`src/design/cpl_cfg.svh`:
```
`ifndef CPL_CFG_SVH
`define CPL_CFG_SVH

// Line rate and system clock
`define CPL_CLK_HZ 40000000
`define CPL_BAUD 115200
`define CPL_BIT_CYC (`CPL_CLK_HZ / `CPL_BAUD)

// Packet layout
`define CPL_MAX_LEN 8'h16
`define CPL_RESP_BIT 6
`define CPL_ERR_TYPE 2'h3

// Check value
`define CPL_CRC_POLY 16'h8408
`define CPL_CRC_INIT 16'hFFFF

// Acknowledge deadline
`define CPL_ACK_MS 250
`define CPL_ACK_CYC (`CPL_ACK_MS * (`CPL_CLK_HZ / 1000))

// Transmit buffer
`define CPL_FIFO_DEPTH 4

`endif

```
`src/design/cpl_pkg.sv`:
```
package cpl_pkg;

  // Receive framer states
  typedef enum logic [5:0] {
    RF_TYPE = 6'h01,
    RF_LEN  = 6'h02,
    RF_DATA = 6'h04,
    RF_CRCL = 6'h08,
    RF_CRCH = 6'h10,
    RF_EMIT = 6'h20
  } cpl_rx_state_t;

  // Transmit framer states
  typedef enum logic [4:0] {
    TF_IDLE = 5'h01,
    TF_LEN  = 5'h02,
    TF_DATA = 5'h04,
    TF_CRCL = 5'h08,
    TF_CRCH = 5'h10
  } cpl_tx_state_t;

  typedef logic [7:0] cpl_byte_t;

endpackage

```
`src/design/cpl_link.sv`:
```
`timescale 1ns/1ps
`include "cpl_cfg.svh"

// Small synchronous FIFO, registered input ready
module cpl_fifo #(
  parameter int unsigned WIDTH = 8,
  parameter int unsigned DEPTH = 4
) (
  input  wire logic             core_clk,
  input  wire logic             rst_n,
  input  wire logic             in_valid,
  input  wire logic [WIDTH-1:0] in_data,
  output logic                  in_ready,
  output logic                  out_valid,
  output logic      [WIDTH-1:0] out_data,
  input  wire logic             out_ready
);
  localparam int unsigned AW = (DEPTH > 1) ? $clog2(DEPTH) : 1;
  logic [WIDTH-1:0] mem [DEPTH];
  logic [AW-1:0]    wr_ptr;
  logic [AW-1:0]    rd_ptr;
  logic [AW:0]      count;
  logic [AW:0]      next_count;
  wire              push = in_valid && in_ready;
  wire              pop  = out_valid && out_ready;

  // Occupancy and flags
  assign next_count = count + (AW+1)'(push) - (AW+1)'(pop);
  assign out_valid  = (count != '0);
  assign out_data   = mem[rd_ptr];

  // Pointers, storage and registered ready
  always_ff @(posedge core_clk) begin
    if (!rst_n) begin
      wr_ptr   <= '0;
      rd_ptr   <= '0;
      count    <= '0;
      in_ready <= 1'b0;
    end else begin
      if (push) begin
        mem[wr_ptr] <= in_data;
        wr_ptr      <= (wr_ptr == AW'(DEPTH-1)) ? '0 : wr_ptr + 1'b1;
      end
      if (pop) rd_ptr <= (rd_ptr == AW'(DEPTH-1)) ? '0 : rd_ptr + 1'b1;
      count    <= next_count;
      in_ready <= (next_count != (AW+1)'(DEPTH));
    end
  end
endmodule

module cpl_link
  import cpl_pkg::*;
#(
  parameter int unsigned BIT_CYC    = `CPL_BIT_CYC,
  parameter int unsigned ACK_CYC    = `CPL_ACK_CYC,
  parameter int unsigned FIFO_DEPTH = `CPL_FIFO_DEPTH
) (
  input  wire logic             core_clk,
  input  wire logic             rst_n,
  input  wire logic             rx_line,
  output logic                  tx_line,
  input  wire logic             tx_in_valid,
  input  wire cpl_pkg::cpl_byte_t tx_in_data,
  output logic                  tx_in_ready,
  output logic                  rx_out_valid,
  output cpl_pkg::cpl_byte_t    rx_out_data,
  output logic                  rx_out_first,
  output logic                  rx_out_last,
  output logic                  frame_err,
  output logic                  ack_timeout
);
  import cpl_pkg::*;

  localparam logic [8:0] HALF_BIT = 9'(BIT_CYC / 2);
  localparam logic [8:0] FULL_BIT = 9'(BIT_CYC - 1);
  localparam logic [31:0] ACK_LAST = 32'(ACK_CYC - 1);

  // One reflected CRC step over a byte
  function automatic logic [15:0] crc_step(input logic [15:0] c, input cpl_byte_t b);
    logic [15:0] r;
    r = c ^ {8'h00, b};
    for (int i = 0; i < 8; i++) begin
      r = r[0] ? ((r >> 1) ^ `CPL_CRC_POLY) : (r >> 1);
    end
    return r;
  endfunction

  // Serial receiver, mid-bit sampling
  logic [8:0] rxd_cnt;
  logic [3:0] rxd_bit;
  logic       rxd_busy;
  cpl_byte_t  rxd_sh;
  logic       rxd_done;
  cpl_byte_t  rxd_byte;

  always_ff @(posedge core_clk) begin
    if (!rst_n) begin
      rxd_cnt  <= 9'h000;
      rxd_bit  <= 4'h0;
      rxd_busy <= 1'b0;
      rxd_sh   <= 8'h00;
      rxd_done <= 1'b0;
      rxd_byte <= 8'h00;
    end else begin
      rxd_done <= 1'b0;
      if (!rxd_busy) begin
        if (!rx_line) begin
          rxd_busy <= 1'b1;
          rxd_cnt  <= HALF_BIT;
          rxd_bit  <= 4'h0;
        end
      end else if (rxd_cnt != 9'h000) begin
        rxd_cnt <= rxd_cnt - 9'h001;
      end else begin
        rxd_cnt <= FULL_BIT;
        if (rxd_bit == 4'h0 && rx_line) begin
          rxd_busy <= 1'b0;                         // False start
        end else if (rxd_bit < 4'h9) begin
          if (rxd_bit != 4'h0) rxd_sh <= {rx_line, rxd_sh[7:1]};
          rxd_bit <= rxd_bit + 4'h1;
        end else begin
          rxd_busy <= 1'b0;
          rxd_done <= rx_line;                      // Stop bit must be high
          rxd_byte <= rxd_sh;
        end
      end
    end
  end

  // Receive framer
  cpl_rx_state_t rs;
  cpl_byte_t     r_type;
  cpl_byte_t     r_len;
  cpl_byte_t     r_idx;
  cpl_byte_t     r_crc_lo;
  logic [15:0]   r_crc;
  cpl_byte_t     r_buf [22];
  wire           len_bad  = (rxd_byte > `CPL_MAX_LEN);
  wire           crc_bad  = ({rxd_byte, r_crc_lo} != ~r_crc);
  wire           emit_end = (r_idx == r_len + 8'h01);

  always_ff @(posedge core_clk) begin
    if (!rst_n) begin
      rs           <= RF_TYPE;
      r_type       <= 8'h00;
      r_len        <= 8'h00;
      r_idx        <= 8'h00;
      r_crc_lo     <= 8'h00;
      r_crc        <= `CPL_CRC_INIT;
      frame_err    <= 1'b0;
      rx_out_valid <= 1'b0;
      rx_out_data  <= 8'h00;
      rx_out_first <= 1'b0;
      rx_out_last  <= 1'b0;
    end else begin
      frame_err    <= 1'b0;
      rx_out_valid <= 1'b0;
      rx_out_first <= 1'b0;
      rx_out_last  <= 1'b0;
      unique case (rs)
        RF_TYPE: if (rxd_done) begin
          r_type <= rxd_byte;
          r_crc  <= crc_step(`CPL_CRC_INIT, rxd_byte);
          rs     <= RF_LEN;
        end
        RF_LEN: if (rxd_done) begin
          if (len_bad) begin
            frame_err <= 1'b1;
            rs        <= RF_TYPE;                          // Hunt from next byte
          end else begin
            r_len <= rxd_byte;
            r_idx <= 8'h00;
            r_crc <= crc_step(r_crc, rxd_byte);
            rs    <= (rxd_byte == 8'h00) ? RF_CRCL : RF_DATA;
          end
        end
        RF_DATA: if (rxd_done) begin
          r_buf[r_idx[4:0]] <= rxd_byte;
          r_crc <= crc_step(r_crc, rxd_byte);
          r_idx <= r_idx + 8'h01;
          if (r_idx == r_len - 8'h01) rs <= RF_CRCL;
        end
        RF_CRCL: if (rxd_done) begin
          r_crc_lo <= rxd_byte;
          rs       <= RF_CRCH;
        end
        RF_CRCH: if (rxd_done) begin
          r_idx <= 8'h00;
          if (crc_bad) begin
            frame_err <= 1'b1;
            rs        <= RF_TYPE;
          end else begin
            rs <= RF_EMIT;
          end
        end
        RF_EMIT: begin
          rx_out_valid <= 1'b1;
          rx_out_first <= (r_idx == 8'h00);
          rx_out_last  <= emit_end;
          rx_out_data  <= (r_idx == 8'h00) ? r_type :
                          (r_idx == 8'h01) ? r_len  : r_buf[5'(r_idx - 8'h02)];
          r_idx        <= r_idx + 8'h01;
          if (emit_end) rs <= RF_TYPE;
        end
      endcase
    end
  end

  // Transmit buffer
  logic      f_valid;
  cpl_byte_t f_data;
  logic      f_ready;

  cpl_fifo #(.WIDTH(8), .DEPTH(FIFO_DEPTH)) u_fifo (
    .core_clk  (core_clk),
    .rst_n     (rst_n),
    .in_valid  (tx_in_valid),
    .in_data   (tx_in_data),
    .in_ready  (tx_in_ready),
    .out_valid (f_valid),
    .out_data  (f_data),
    .out_ready (f_ready)
  );

  // Acknowledge tracking and transmit framer state
  logic          ack_pend;
  logic [31:0]   ack_cnt;
  logic [5:0]    last_code;
  cpl_tx_state_t ts;
  logic          t_auto;
  cpl_byte_t     t_len;
  cpl_byte_t     t_idx;
  logic [15:0]   t_crc;
  logic          utx_busy;
  logic [8:0]    utx_sh;
  logic [8:0]    utx_cnt;
  logic [3:0]    utx_bits;

  // Byte selection for the transmit framer
  wire       auto_fire  = (ts == TF_IDLE) && ack_pend && (ack_cnt >= ACK_LAST);
  wire       need_fifo  = (ts == TF_IDLE && !auto_fire) || (ts == TF_LEN && !t_auto) ||
                          (ts == TF_DATA);
  wire       t_have     = need_fifo ? f_valid : 1'b1;
  wire       t_fire     = !utx_busy && t_have && (ts != TF_IDLE || auto_fire || f_valid);
  wire       is_reply   = f_data[`CPL_RESP_BIT];
  wire [7:0] head_byte  = auto_fire ? {`CPL_ERR_TYPE, last_code} :
                          is_reply  ? {f_data[7:6], last_code} : f_data;
  wire [7:0] t_byte     = (ts == TF_IDLE) ? head_byte :
                          (ts == TF_LEN && t_auto) ? 8'h00 :
                          (ts == TF_CRCL) ? ~t_crc[7:0] :
                          (ts == TF_CRCH) ? ~t_crc[15:8] : f_data;
  wire       reply_go   = t_fire && (ts == TF_IDLE) && (auto_fire || is_reply);
  assign f_ready = t_fire && need_fifo;

  // Command acknowledge deadline, a new command wins over a clear
  always_ff @(posedge core_clk) begin
    if (!rst_n) begin
      ack_pend    <= 1'b0;
      ack_cnt     <= 32'h0000_0000;
      last_code   <= 6'h00;
      ack_timeout <= 1'b0;
    end else begin
      ack_timeout <= t_fire && auto_fire;
      ack_cnt     <= ack_pend ? ack_cnt + 32'h0000_0001 : 32'h0000_0000;
      if (reply_go) ack_pend <= 1'b0;
      if (rs == RF_EMIT && emit_end) begin
        ack_pend  <= 1'b1;
        ack_cnt   <= 32'h0000_0000;
        last_code <= r_type[5:0];
      end
    end
  end

  // Transmit framer
  always_ff @(posedge core_clk) begin
    if (!rst_n) begin
      ts     <= TF_IDLE;
      t_auto <= 1'b0;
      t_len  <= 8'h00;
      t_idx  <= 8'h00;
      t_crc  <= `CPL_CRC_INIT;
    end else if (t_fire) begin
      unique case (ts)
        TF_IDLE: begin
          t_auto <= auto_fire;
          t_crc  <= crc_step(`CPL_CRC_INIT, t_byte);
          ts     <= TF_LEN;
        end
        TF_LEN: begin
          t_len <= t_byte;
          t_idx <= 8'h00;
          t_crc <= crc_step(t_crc, t_byte);
          ts    <= (t_byte == 8'h00) ? TF_CRCL : TF_DATA;
        end
        TF_DATA: begin
          t_crc <= crc_step(t_crc, t_byte);
          t_idx <= t_idx + 8'h01;
          if (t_idx == t_len - 8'h01) ts <= TF_CRCL;
        end
        TF_CRCL: ts <= TF_CRCH;
        TF_CRCH: ts <= TF_IDLE;
      endcase
    end
  end

  // Serial transmitter, start, eight data, stop
  always_ff @(posedge core_clk) begin
    if (!rst_n) begin
      tx_line  <= 1'b1;
      utx_busy <= 1'b0;
      utx_sh   <= 9'h1FF;
      utx_cnt  <= 9'h000;
      utx_bits <= 4'h0;
    end else if (t_fire) begin
      tx_line  <= 1'b0;                                // Start bit
      utx_busy <= 1'b1;
      utx_sh   <= {1'b1, t_byte};
      utx_cnt  <= FULL_BIT;
      utx_bits <= 4'h9;
    end else if (utx_busy) begin
      if (utx_cnt != 9'h000) begin
        utx_cnt <= utx_cnt - 9'h001;
      end else if (utx_bits != 4'h0) begin
        tx_line  <= utx_sh[0];
        utx_sh   <= {1'b1, utx_sh[8:1]};
        utx_bits <= utx_bits - 4'h1;
        utx_cnt  <= FULL_BIT;
      end else begin
        utx_busy <= 1'b0;
      end
    end
  end
endmodule

```
`config.mk`:
```
export PLATFORM = sky130hd
export DESIGN_NAME = cpl_link
export DESIGN_NICKNAME = d
export VERILOG_FILES = /design/src/design/cpl_pkg.sv /design/src/design/cpl_link.sv
export VERILOG_INCLUDE_DIRS = /design/src /design/src/design
export SDC_FILE = /design/constraint.sdc
export NUM_CORES = 1
export LEC_CHECK = 0
export ABC_CLOCK_PERIOD_IN_PS = 7200
export BUFFER_PORTS_ARGS = -buffer_cell sky130_fd_sc_hd__buf_2
export CAP_MARGIN = 0
export CORE_UTILIZATION = 70
export CTS_BUF_LIST = sky130_fd_sc_hd__clkbuf_4 sky130_fd_sc_hd__clkbuf_8
export CTS_CLUSTER_SIZE = 40
export DETAILED_ROUTE_END_ITERATION = 7
export PLACE_DENSITY = 0.9
export SLEW_MARGIN = 30
export SYNTH_ARGS = -nofsm -noshare
export SYNTH_HDL_FRONTEND = slang
export SYNTH_SLANG_ARGS = --single-unit
```
`constraint.sdc`:
```
create_clock -name core_clk -period 7.2 [get_ports core_clk]
set_input_delay 1.44 -clock core_clk [delete_from_list [all_inputs] [get_ports core_clk]]
set_output_delay 1.44 -clock core_clk [all_outputs]
set_load 0.03 [all_outputs]
```
==> impl_metrics.py, run 1 <==
metrics = {
    "floorplanning": {
        "rows": 60,
        "ios": 27,
        "die_w_um": 167.3,
        "initial_utilization_pct": 71.16,
        "die-area_sq_um": 27990,
        "die_height_um": 167.3,
        "core_region_area_sq_um": 26880,
    },
    "setup_path": {
        "crit_path_max_fanout": 10,
        "worstPathCellList": "nor4_1 -> o211ai_1 -> or3_1 -> o21ai_1 -> a21o_1 -> nand2_1 -> inv_1 -> ha_1 -> inv_1 -> ha_1 -> fa_1 -> xnor2_1 -> xnor2_1 -> nor3_1 -> nor2_1",
        "crit_path_max_incr_delay_ps": 420,
        "start_kind": "register",
        "timing.critical_path.slowest_stage_cell": "or3_1",
        "crit_type": "register to register",
        "rr_startpoint": "ack_cnt[30]$_SDFF_PP0_",
        "r2r_end": "u_fifo.in_ready$_SDFF_PN0_",
        "timing.critical_path.max_delay_family": "simple AND/OR/NAND/NOR gates",
        "timing.reg2reg.setup_slack_ps": 3360,
        "r2r.worst_path.cells": 15,
        "timing.critical_path.from": "ack_cnt[30]$_SDFF_PP0_",
        "critical_path.n_buffers_inverters": 2,
        "endpoint_kind": "register",
        "timing.critical_path.arrival_ps": 4300,
        "crit_required_ps": 7660,
    },
    "sta": {
        "fmax_mhz": 260.1,
        "slew_viol_final": 0,
        "grt_setup_unrepaired": "no",
        "fin_crit_period_ps": 3844,
        "final_hold_viol_count": 0,
        "layout_worst_path_cycle_share_pct": 53.39,
        "setup_ws_ps": 3356,
        "setup_viol_count_final": 0,
        "worst_pin_slew_ps": 950.3,
        "max-slew-margin-rel_pct": 36.65,
        "finalSetupTns_ps": 0,
        "fin_clk_skew_ps": 27.30,
    },
    "grt": {
        "grt_antenna_before_repair": 0,
        "grt_start_max_net_pins": 64,
        "grt_use_total_pct": 33.53,
        "final_global_route_overflow_total": 0,
        "global_route_wire_length_before_repair_um": 73590,
        "vias_in_the_first_global_route": 13874,
    },
    "synthesis": {
        "postSynth.asyncResetShare_pct": 0,
        "yosys_warn_count": 0,
        "yosysTopAreaCellShare_pct": 32.66,
        "synth.top_cells.by_area": "edfxtp_1 33%, dfxtp_1 22%, mux4_2 6.6%, xor2_1 4.0%, xnor2_1 3.8%",
        "yosys_most_used_dff": "edfxtp_1",
        "synth.ff_latch_count": 416,
        "synth-edff-count": 208,
        "syn_area_per_cell_sq_um": 11.26,
        "synth_top_area_cell": "edfxtp_1",
        "synth.lib_cells_used.distinct": 85,
        "share_of_the_yosys_chip_area_belonging_to_registers_pct": 54.43,
        "mappedNetlistArea_sq_um": 19130,
        "syn-instance-count": 1699,
        "syn-num-nets": 1736,
    },
    "place": {
        "portBuffers": 26,
        "placed_cells": 1979,
        "placedInstanceArea_sq_um": 19450,
        "dp_slack_ps": 3470,
        "gp_congestion": 0.9350,
        "dp_hpwl_um": 29770,
    },
    "power": {
        "p_per_area_nw_per_um2": 318.5,
        "p_clk_share_pct": 32.0,
        "power_leakage_nw": 7.492,
        "power.share.combinational_pct": 26.0,
        "p_seq_share_pct": 42.0,
        "internal-power_mw": 4.446,
        "power.switching_fraction_pct": 33.20,
        "peakVddDrop_mv": 0.1823,
        "power_switching_mw": 2.210,
    },
    "routing": {
        "detail_route.drc_violations": 33,
        "detailroute.via_count": 14077,
        "detailedRoute.firstIterationViolations": 1714,
        "detailedRoute.firstPassIterationCount": 8,
        "drt_wl_total_um": 46350,
        "vias_per_cell": 6.703,
        "drt-wirelength-per-cell_um": 22.07,
        "final_antenna_net_count": 0,
    },
    "clock_network": {
        "number_of_hold_repair_buffers_added_at_the_cts_stage": 0,
        "post_cts.repair.setup_buffers": 0,
        "clkSinkCount": 416,
        "clk_path_buf_depth": 3,
        "htreeDepth": 3,
        "root_buffer": "clkbuf_8",
        "total_cts_buffers": 66,
        "clk_pin_slew_worst_paths_ps": 60,
        "clock_insertion_delay_at_the_later_pin_of_the_skew_report_ps": 610,
        "tritoncts": "built",
        "post_cts_resize_count": 0,
    },
    "worst_hold_path": {
        "hold_end": "ack_cnt[0]$_SDFF_PP0_",
        "min_from": "ack_cnt[0]$_SDFF_PP0_",
        "hp-class": "register to register",
        "worstHoldPathCells": 1,
    },
    "layout": {
        "syn_to_final_growth_pct": 9.276,
        "antenna_cells": 0,
        "stdcell_area_sq_um": 20900,
        "post_layout_nonfiller_instances": 2100,
        "final_nets": 1743,
        "layout-drive-gt1-share_pct": 14.10,
    },
    "run_status": {
        "outcome": "complete, but fails checks",
        "failed_checks": "DRC",
    },
    "job": {
        "cap_violations": 0,
    },
}
[final cells by class]
| cell class | count | area [sq um] |
|---|---|---|
| multi-input cells | 1145 | 8235 |
| clock buffers | 92 | 1160 |
| fillers | 1479 | 5976 |
| well taps | 341 | 426.7 |
| clock inverters | 29 | 250.2 |
| inverters | 35 | 132.6 |
| repair buffers | 42 | 277.8 |
| flip-flops and latches | 416 | 10420 |
[through the flow]
stage	total power, mW	utilization, %	hold slack, ps
global placement	4.422	72.14	423.7
global route	6.928	77.77	489.7
floorplan	4.118	-	417.5
CTS	6.603	77.62	462.7
finish	6.656	77.77	453.3
detailed placement	4.501	72.37	435.3
[worst register-to-register path: cells and delay by family, from the launching register on]
family                     cells  cell delay (ps)
buffers and inverters          2              140
and+or+nand+nor                5             1180
DFF                            1              330
xor gates and xnor gates       2              310
AOI/OAI and AO/OA              3             1060
adders and majority gates      3              690
[synth_stat cells, types with 4 or more instances]
cell type,count
nand2b_1,11
nor4_1,18
and4_1,7
o21ai_1,4
or4_1,7
o211ai_1,40
and2_1,11
nand3b_1,6
nor2b_1,8
xor2_1,87
or2_2,4
clkbuf_1,83
mux4_2,56
nand4_1,22
edfxtp_1,208
a31oi_1,15
a21oi_1,67
nand3_1,61
inv_1,35
or3_1,15
buf_2,11
and3_1,21
dfxtp_1,208
a21o_1,4
nor2_1,172
o21ai_0,46
buf_1,6
nand2_1,165
o2111ai_1,6
a211oi_1,15
xnor2_1,82
nor3b_1,5
nor3_1,37
o21a_1,4
mux2i_1,49
ha_1,24
[logic make-up after synthesis]
| family | after synthesis | synth area share, % |
|---|---|---|
| and+or+nand+nor | 591 | 14.83 |
| DFF | 416 | 54.43 |
| AOI/OAI and AO/OA | 252 | 9.087 |
| xor gates and xnor gates | 170 | 7.824 |
| buffers and inverters | 138 | 2.878 |
| muxes | 107 | 9.276 |
| adders and majority gates | 25 | 1.675 |
[metal layers]
layer / share of wire (%) / wire, um / track usage, %
met4: 5.8 / 2694 / 19.47
met5: 0 / 0 / 0
met3: 9.0 / 4149 / 6.712
met2: 48 / 22370 / 55.07
met1: 37 / 17130 / 41.50
[power by group through the flow]
| stage | Combinational, mW | Sequential (mW) | Clock (mW) |
|---|---|---|---|
| 3_5_place_dp | 1.66 | 2.84 | 0 |
| 4_1_cts | 1.68 | 2.79 | 2.13 |
| 6_report | 1.73 | 2.80 | 2.13 |
| 2_1_floorplan | 1.35 | 2.77 | 0 |
| 3_3_place_gp | 1.58 | 2.84 | 0 |
| 5_1_grt | 1.88 | 2.82 | 2.23 |
[how the worst max path moves through the flow]
stage | endpoint | slack (ps) | depth (start not counted)
finish | u_fifo.in_ready$_SDFF_PN0_ | 3360 | 15
global route | u_fifo.in_ready$_SDFF_PN0_ | 3090 | 15
CTS | u_fifo.in_ready$_SDFF_PN0_ | 3420 | 15
detailed placement | u_fifo.in_ready$_SDFF_PN0_ | 3470 | 15
global placement | u_fifo.in_ready$_SDFF_PN0_ | 3500 | 15
floorplan | u_fifo.in_ready$_SDFF_PN0_ | 3910 | 17
[placed cells by master, fill, tap and decap left out, types with 49 or more instances in the layout]
cell type  count
a21oi_1       66
clkbuf_8      75
dfxtp_1      206
edfxtp_1     208
mux2i_1       49
mux4_2        56
nand2_1      165
nand3_1       60
nor2_1       172
xnor2_1       81
xor2_1        86
[registers in the layout, indices dropped and copies added (netlist names), 4 cells and up, named ones only]
| register | count |
|---|---|
| ack_cnt | 32 |
| last_code | 6 |
| r_buf | 176 |
| r_crc | 16 |
| r_crc_lo | 8 |
| r_idx | 8 |
| r_len | 8 |
| r_type | 8 |
| rs | 6 |
| rx_out_data | 8 |
| rxd_bit | 4 |
| rxd_byte | 8 |
| rxd_cnt | 9 |
| rxd_sh | 8 |
| t_crc | 16 |
| t_idx | 8 |
| t_len | 8 |
| ts | 5 |
| u_fifo.mem | 32 |
| utx_bits | 4 |
| utx_cnt | 9 |
| utx_sh | 8 |
Power figures use the tool's default switching activity.
==> inputs of run 2 (changes only) <==
ABC_AREA = 1   (was not set)
ABC_CLOCK_PERIOD_IN_PS = 3500   (was 7200)
CORE_UTILIZATION = 59   (was 70)
PLACE_DENSITY = 0.81   (was 0.9)
clock period = 3.5 ns   (was 7.2 ns; I/O delays follow)
==> run 2 against run 1 <==
The flow now finishes without violations. Combinational power grew to 3.5 times the previous value. Utilization down 12 points. Flip-flop and latch count unchanged. Global-route usage down 5.3 points. Critical path depth grew 6. Die area grew 20%. Setup slack lost 3100 ps. Fmax up 18%. Wire length rose by 1.2%. Cell count grew 31%. Highest routed layer unchanged.
==> impl_metrics.py, run 2 <==
metrics = {
    "layout": {
        "mostFrequentLayoutCell": "nand2_1",
        "max_ffs_per_register": 176,
        "layout-drive-gt1-share_pct": 11.57,
        "syn_to_final_growth_pct": 10.72,
        "highest_count_cells_in_the_layout_ignoring_fill_and_taps": "311 x nand2_1, 284 x nor2_1, 232 x o21ai_0",
        "postLayoutCoreUtil_pct": 66.14,
        "antenna_cells": 0,
        "final_nets": 2282,
        "stdcell_area_sq_um": 21460,
    },
    "sta": {
        "fin_crit_period_ps": 3256,
        "final_hold_viol_count": 0,
        "fin_clk_skew_ps": 46.24,
        "setup_viol_count_final": 0,
        "fmax_mhz": 307.1,
        "layout_worst_path_cycle_share_pct": 93.03,
        "slew_viol_final": 0,
        "worst_pin_slew_ps": 930.5,
        "max-slew-margin-rel_pct": 37.74,
    },
    "synthesis": {
        "yosysTopAreaCellShare_pct": 32.22,
        "yosys_most_used_dff": "edfxtp_1",
        "synth.cells.most_frequent": "311 x nand2_1, 284 x nor2_1, 232 x o21ai_0, 208 x dfxtp_1, 208 x edfxtp_1",
        "yosys_warn_count": 0,
        "syn-instance-count": 2187,
        "share_of_the_yosys_chip_area_belonging_to_registers_pct": 53.70,
        "syn-num-nets": 2224,
        "synth.ff_latch_count": 416,
        "syn_area_per_cell_sq_um": 8.864,
        "postSynth.asyncResetShare_pct": 0,
        "synth.top_cells.by_area": "edfxtp_1 32%, dfxtp_1 21%, nand2_1 6.0%, o21ai_0 6.0%, nor2_1 5.5%",
        "synth_top_area_cell": "edfxtp_1",
        "mappedNetlistArea_sq_um": 19390,
        "synthMostInstantiatedCell": "nand2_1",
        "synth.lib_cells_used.distinct": 65,
        "synth-edff-count": 208,
    },
    "grt": {
        "grt_antenna_before_repair": 0,
        "global_route_wire_length_before_repair_um": 75600,
        "vias_in_the_first_global_route": 15162,
        "final_global_route_overflow_total": 0,
        "met2_resource_use_gr_pct": 48.14,
        "groute.layer.met3.usage_pct": 5.262,
        "grt_use_total_pct": 28.20,
        "groute.layer.met1.usage_pct": 35.13,
        "grt_start_max_net_pins": 87,
        "global_route.peak_usage_layer": "met2",
    },
    "power": {
        "p_per_area_nw_per_um2": 751.2,
        "power_leakage_nw": 8.685,
        "peakVddDrop_mv": 0.7033,
        "total_power_mw": 16.12,
    },
    "setup_path": {
        "timing.critical_path.arrival_ps": 3740,
        "start_kind": "register",
        "crit_required_ps": 3980,
        "worst_path_most_repeated_cell": "nand2_1",
        "worstPathCellList": "ha_2 -> nand2_1 -> nor2_2 -> nand2_1 -> nand2_1 -> nand2_1 -> nand2_1 -> nand2_1 -> nand2_2 -> nand2_4 -> nand2_1 -> nand2_2 -> a21oi_4 -> nand2_1 -> inv_2 -> ha_1 -> inv_1 -> ha_1 -> fa_1 -> o31ai_2 -> inv_1",
        "critical_path.n_buffers_inverters": 3,
        "endpoint_kind": "register",
        "crit_path_max_fanout": 7,
        "timing.critical_path.slowest_stage_cell": "fa_1",
        "crit_type": "register to register",
        "timing.critical_path.max_delay_family": "simple AND/OR/NAND/NOR gates",
        "crit_path_max_incr_delay_ps": 470,
    },
    "routing": {
        "drt-wirelength-per-cell_um": 17.11,
        "detail_route.drc_violations": 0,
        "detailedRoute.firstPassIterationCount": 5,
        "final_antenna_net_count": 0,
        "vias_per_cell": 5.780,
        "detailedRoute.firstIterationViolations": 1602,
        "detailroute.via_count": 15844,
        "drt_wl_total_um": 46900,
    },
    "floorplanning": {
        "die_height_um": 183.3,
        "core_region_area_sq_um": 32450,
        "die_w_um": 183.3,
        "initial_utilization_pct": 59.73,
        "die-area_sq_um": 33590,
        "ios": 27,
        "rows": 66,
    },
    "clock_network": {
        "htreeDepth": 3,
        "clk_path_buf_depth": 3,
        "clkSinkCount": 416,
        "number_of_hold_repair_buffers_added_at_the_cts_stage": 0,
        "root_buffer": "clkbuf_8",
        "tritoncts": "built",
        "clk_pin_slew_worst_paths_ps": 70,
        "total_cts_buffers": 68,
        "clock_insertion_delay_at_the_later_pin_of_the_skew_report_ps": 630,
    },
    "run_status": {
        "outcome": "finished, final reports clean",
    },
    "job": {
        "cap_violations": 0,
    },
    "place": {
        "placedInstanceArea_sq_um": 20030,
        "portBuffers": 26,
        "gp_congestion": 0.8924,
        "dp_hpwl_um": 30920,
    },
    "worst_hold_path": {
        "hp-class": "input pin to register",
    },
}
-- run 2: per-layer routing --
layer | up-vias | wire length [um]
met1 | 7507 | 19500
met2 | 605 | 22830
met5 | - | 0
met3 | 110 | 3155
li1 | 7622 | -
met4 | 0 | 1413
-- run 2: cells by family after synthesis --
kind of cell	count (synthesis)	share of synthesized area, %
DFF	416	53.70
buffers and inverters	310	6.344
AOI/OAI and AO/OA	526	15.78
and+or+nand+nor	817	18.28
xor gates and xnor gates	93	4.240
adders and majority gates	25	1.652
-- run 2: power by group --
group / total (mW) / switching, mW / internal (mW) / leakage [nW]
sequential: 5.75 / 0.305 / 5.44 / 3.92
combinational: 6.10 / 4.22 / 1.89 / 4.02
clock: 4.28 / 1.93 / 2.34 / 0.738
-- run 2: what timing repair did --
item,4_1_cts,5_1_grt
resized for setup,0,2
endpoints found under the setup margin,0,1
setup buffers,0,6
-- run 2: area by class of cell --
class,instances,area [sq um]
clock inverter,24,147.6
multi-input combinational,1461,7754
fill,2578,10990
clock buffer,100,1232
timing repair buffer,80,548.0
inverter,218,818.3
tap,442,553.0
sequential,416,10410
-- run 2: worst paths after layout --
kind	startpoint	endpoint	slack, ps	cells past startpoint
worst min register to register	rxd_sh[2]$_SDFFE_PN0P_	rxd_byte[2]$_SDFFE_PN0P_	450	2
worst max-delay path	ack_cnt[0]$_SDFF_PP0_	u_fifo.in_ready$_SDFF_PN0_	240	21
worst max register to register	ack_cnt[0]$_SDFF_PP0_	u_fifo.in_ready$_SDFF_PN0_	240	21
worst min-delay path	tx_in_data[0]	u_fifo.mem[1][0]$_DFFE_PP_	320	1
-- run 2: worst reg2reg max path, delay by kind of cell (launching register included) --
family / cells / cell delay, ps
AOI/OAI and AO/OA: 2 / 390
buffers and inverters: 3 / 210
adders and majority gates: 4 / 1070
and+or+nand+nor: 12 / 1070
DFF: 1 / 360
-- run 2: through the flow --
step | hold slack [ps] | TNS (ps) | worst slack (ps) | std cells
after floorplan | 417.5 | 0 | 497.2 | 2187
after global placement | 431.0 | 0 | 415.1 | 2611
after detailed placement | 444.9 | 0 | 248.1 | 2611
after CTS | 280.1 | 0 | 175.2 | 2735
after global routing | 297.2 | -12.01 | -12.01 | 2741
final | 317.1 | 0 | 244.0 | 2741
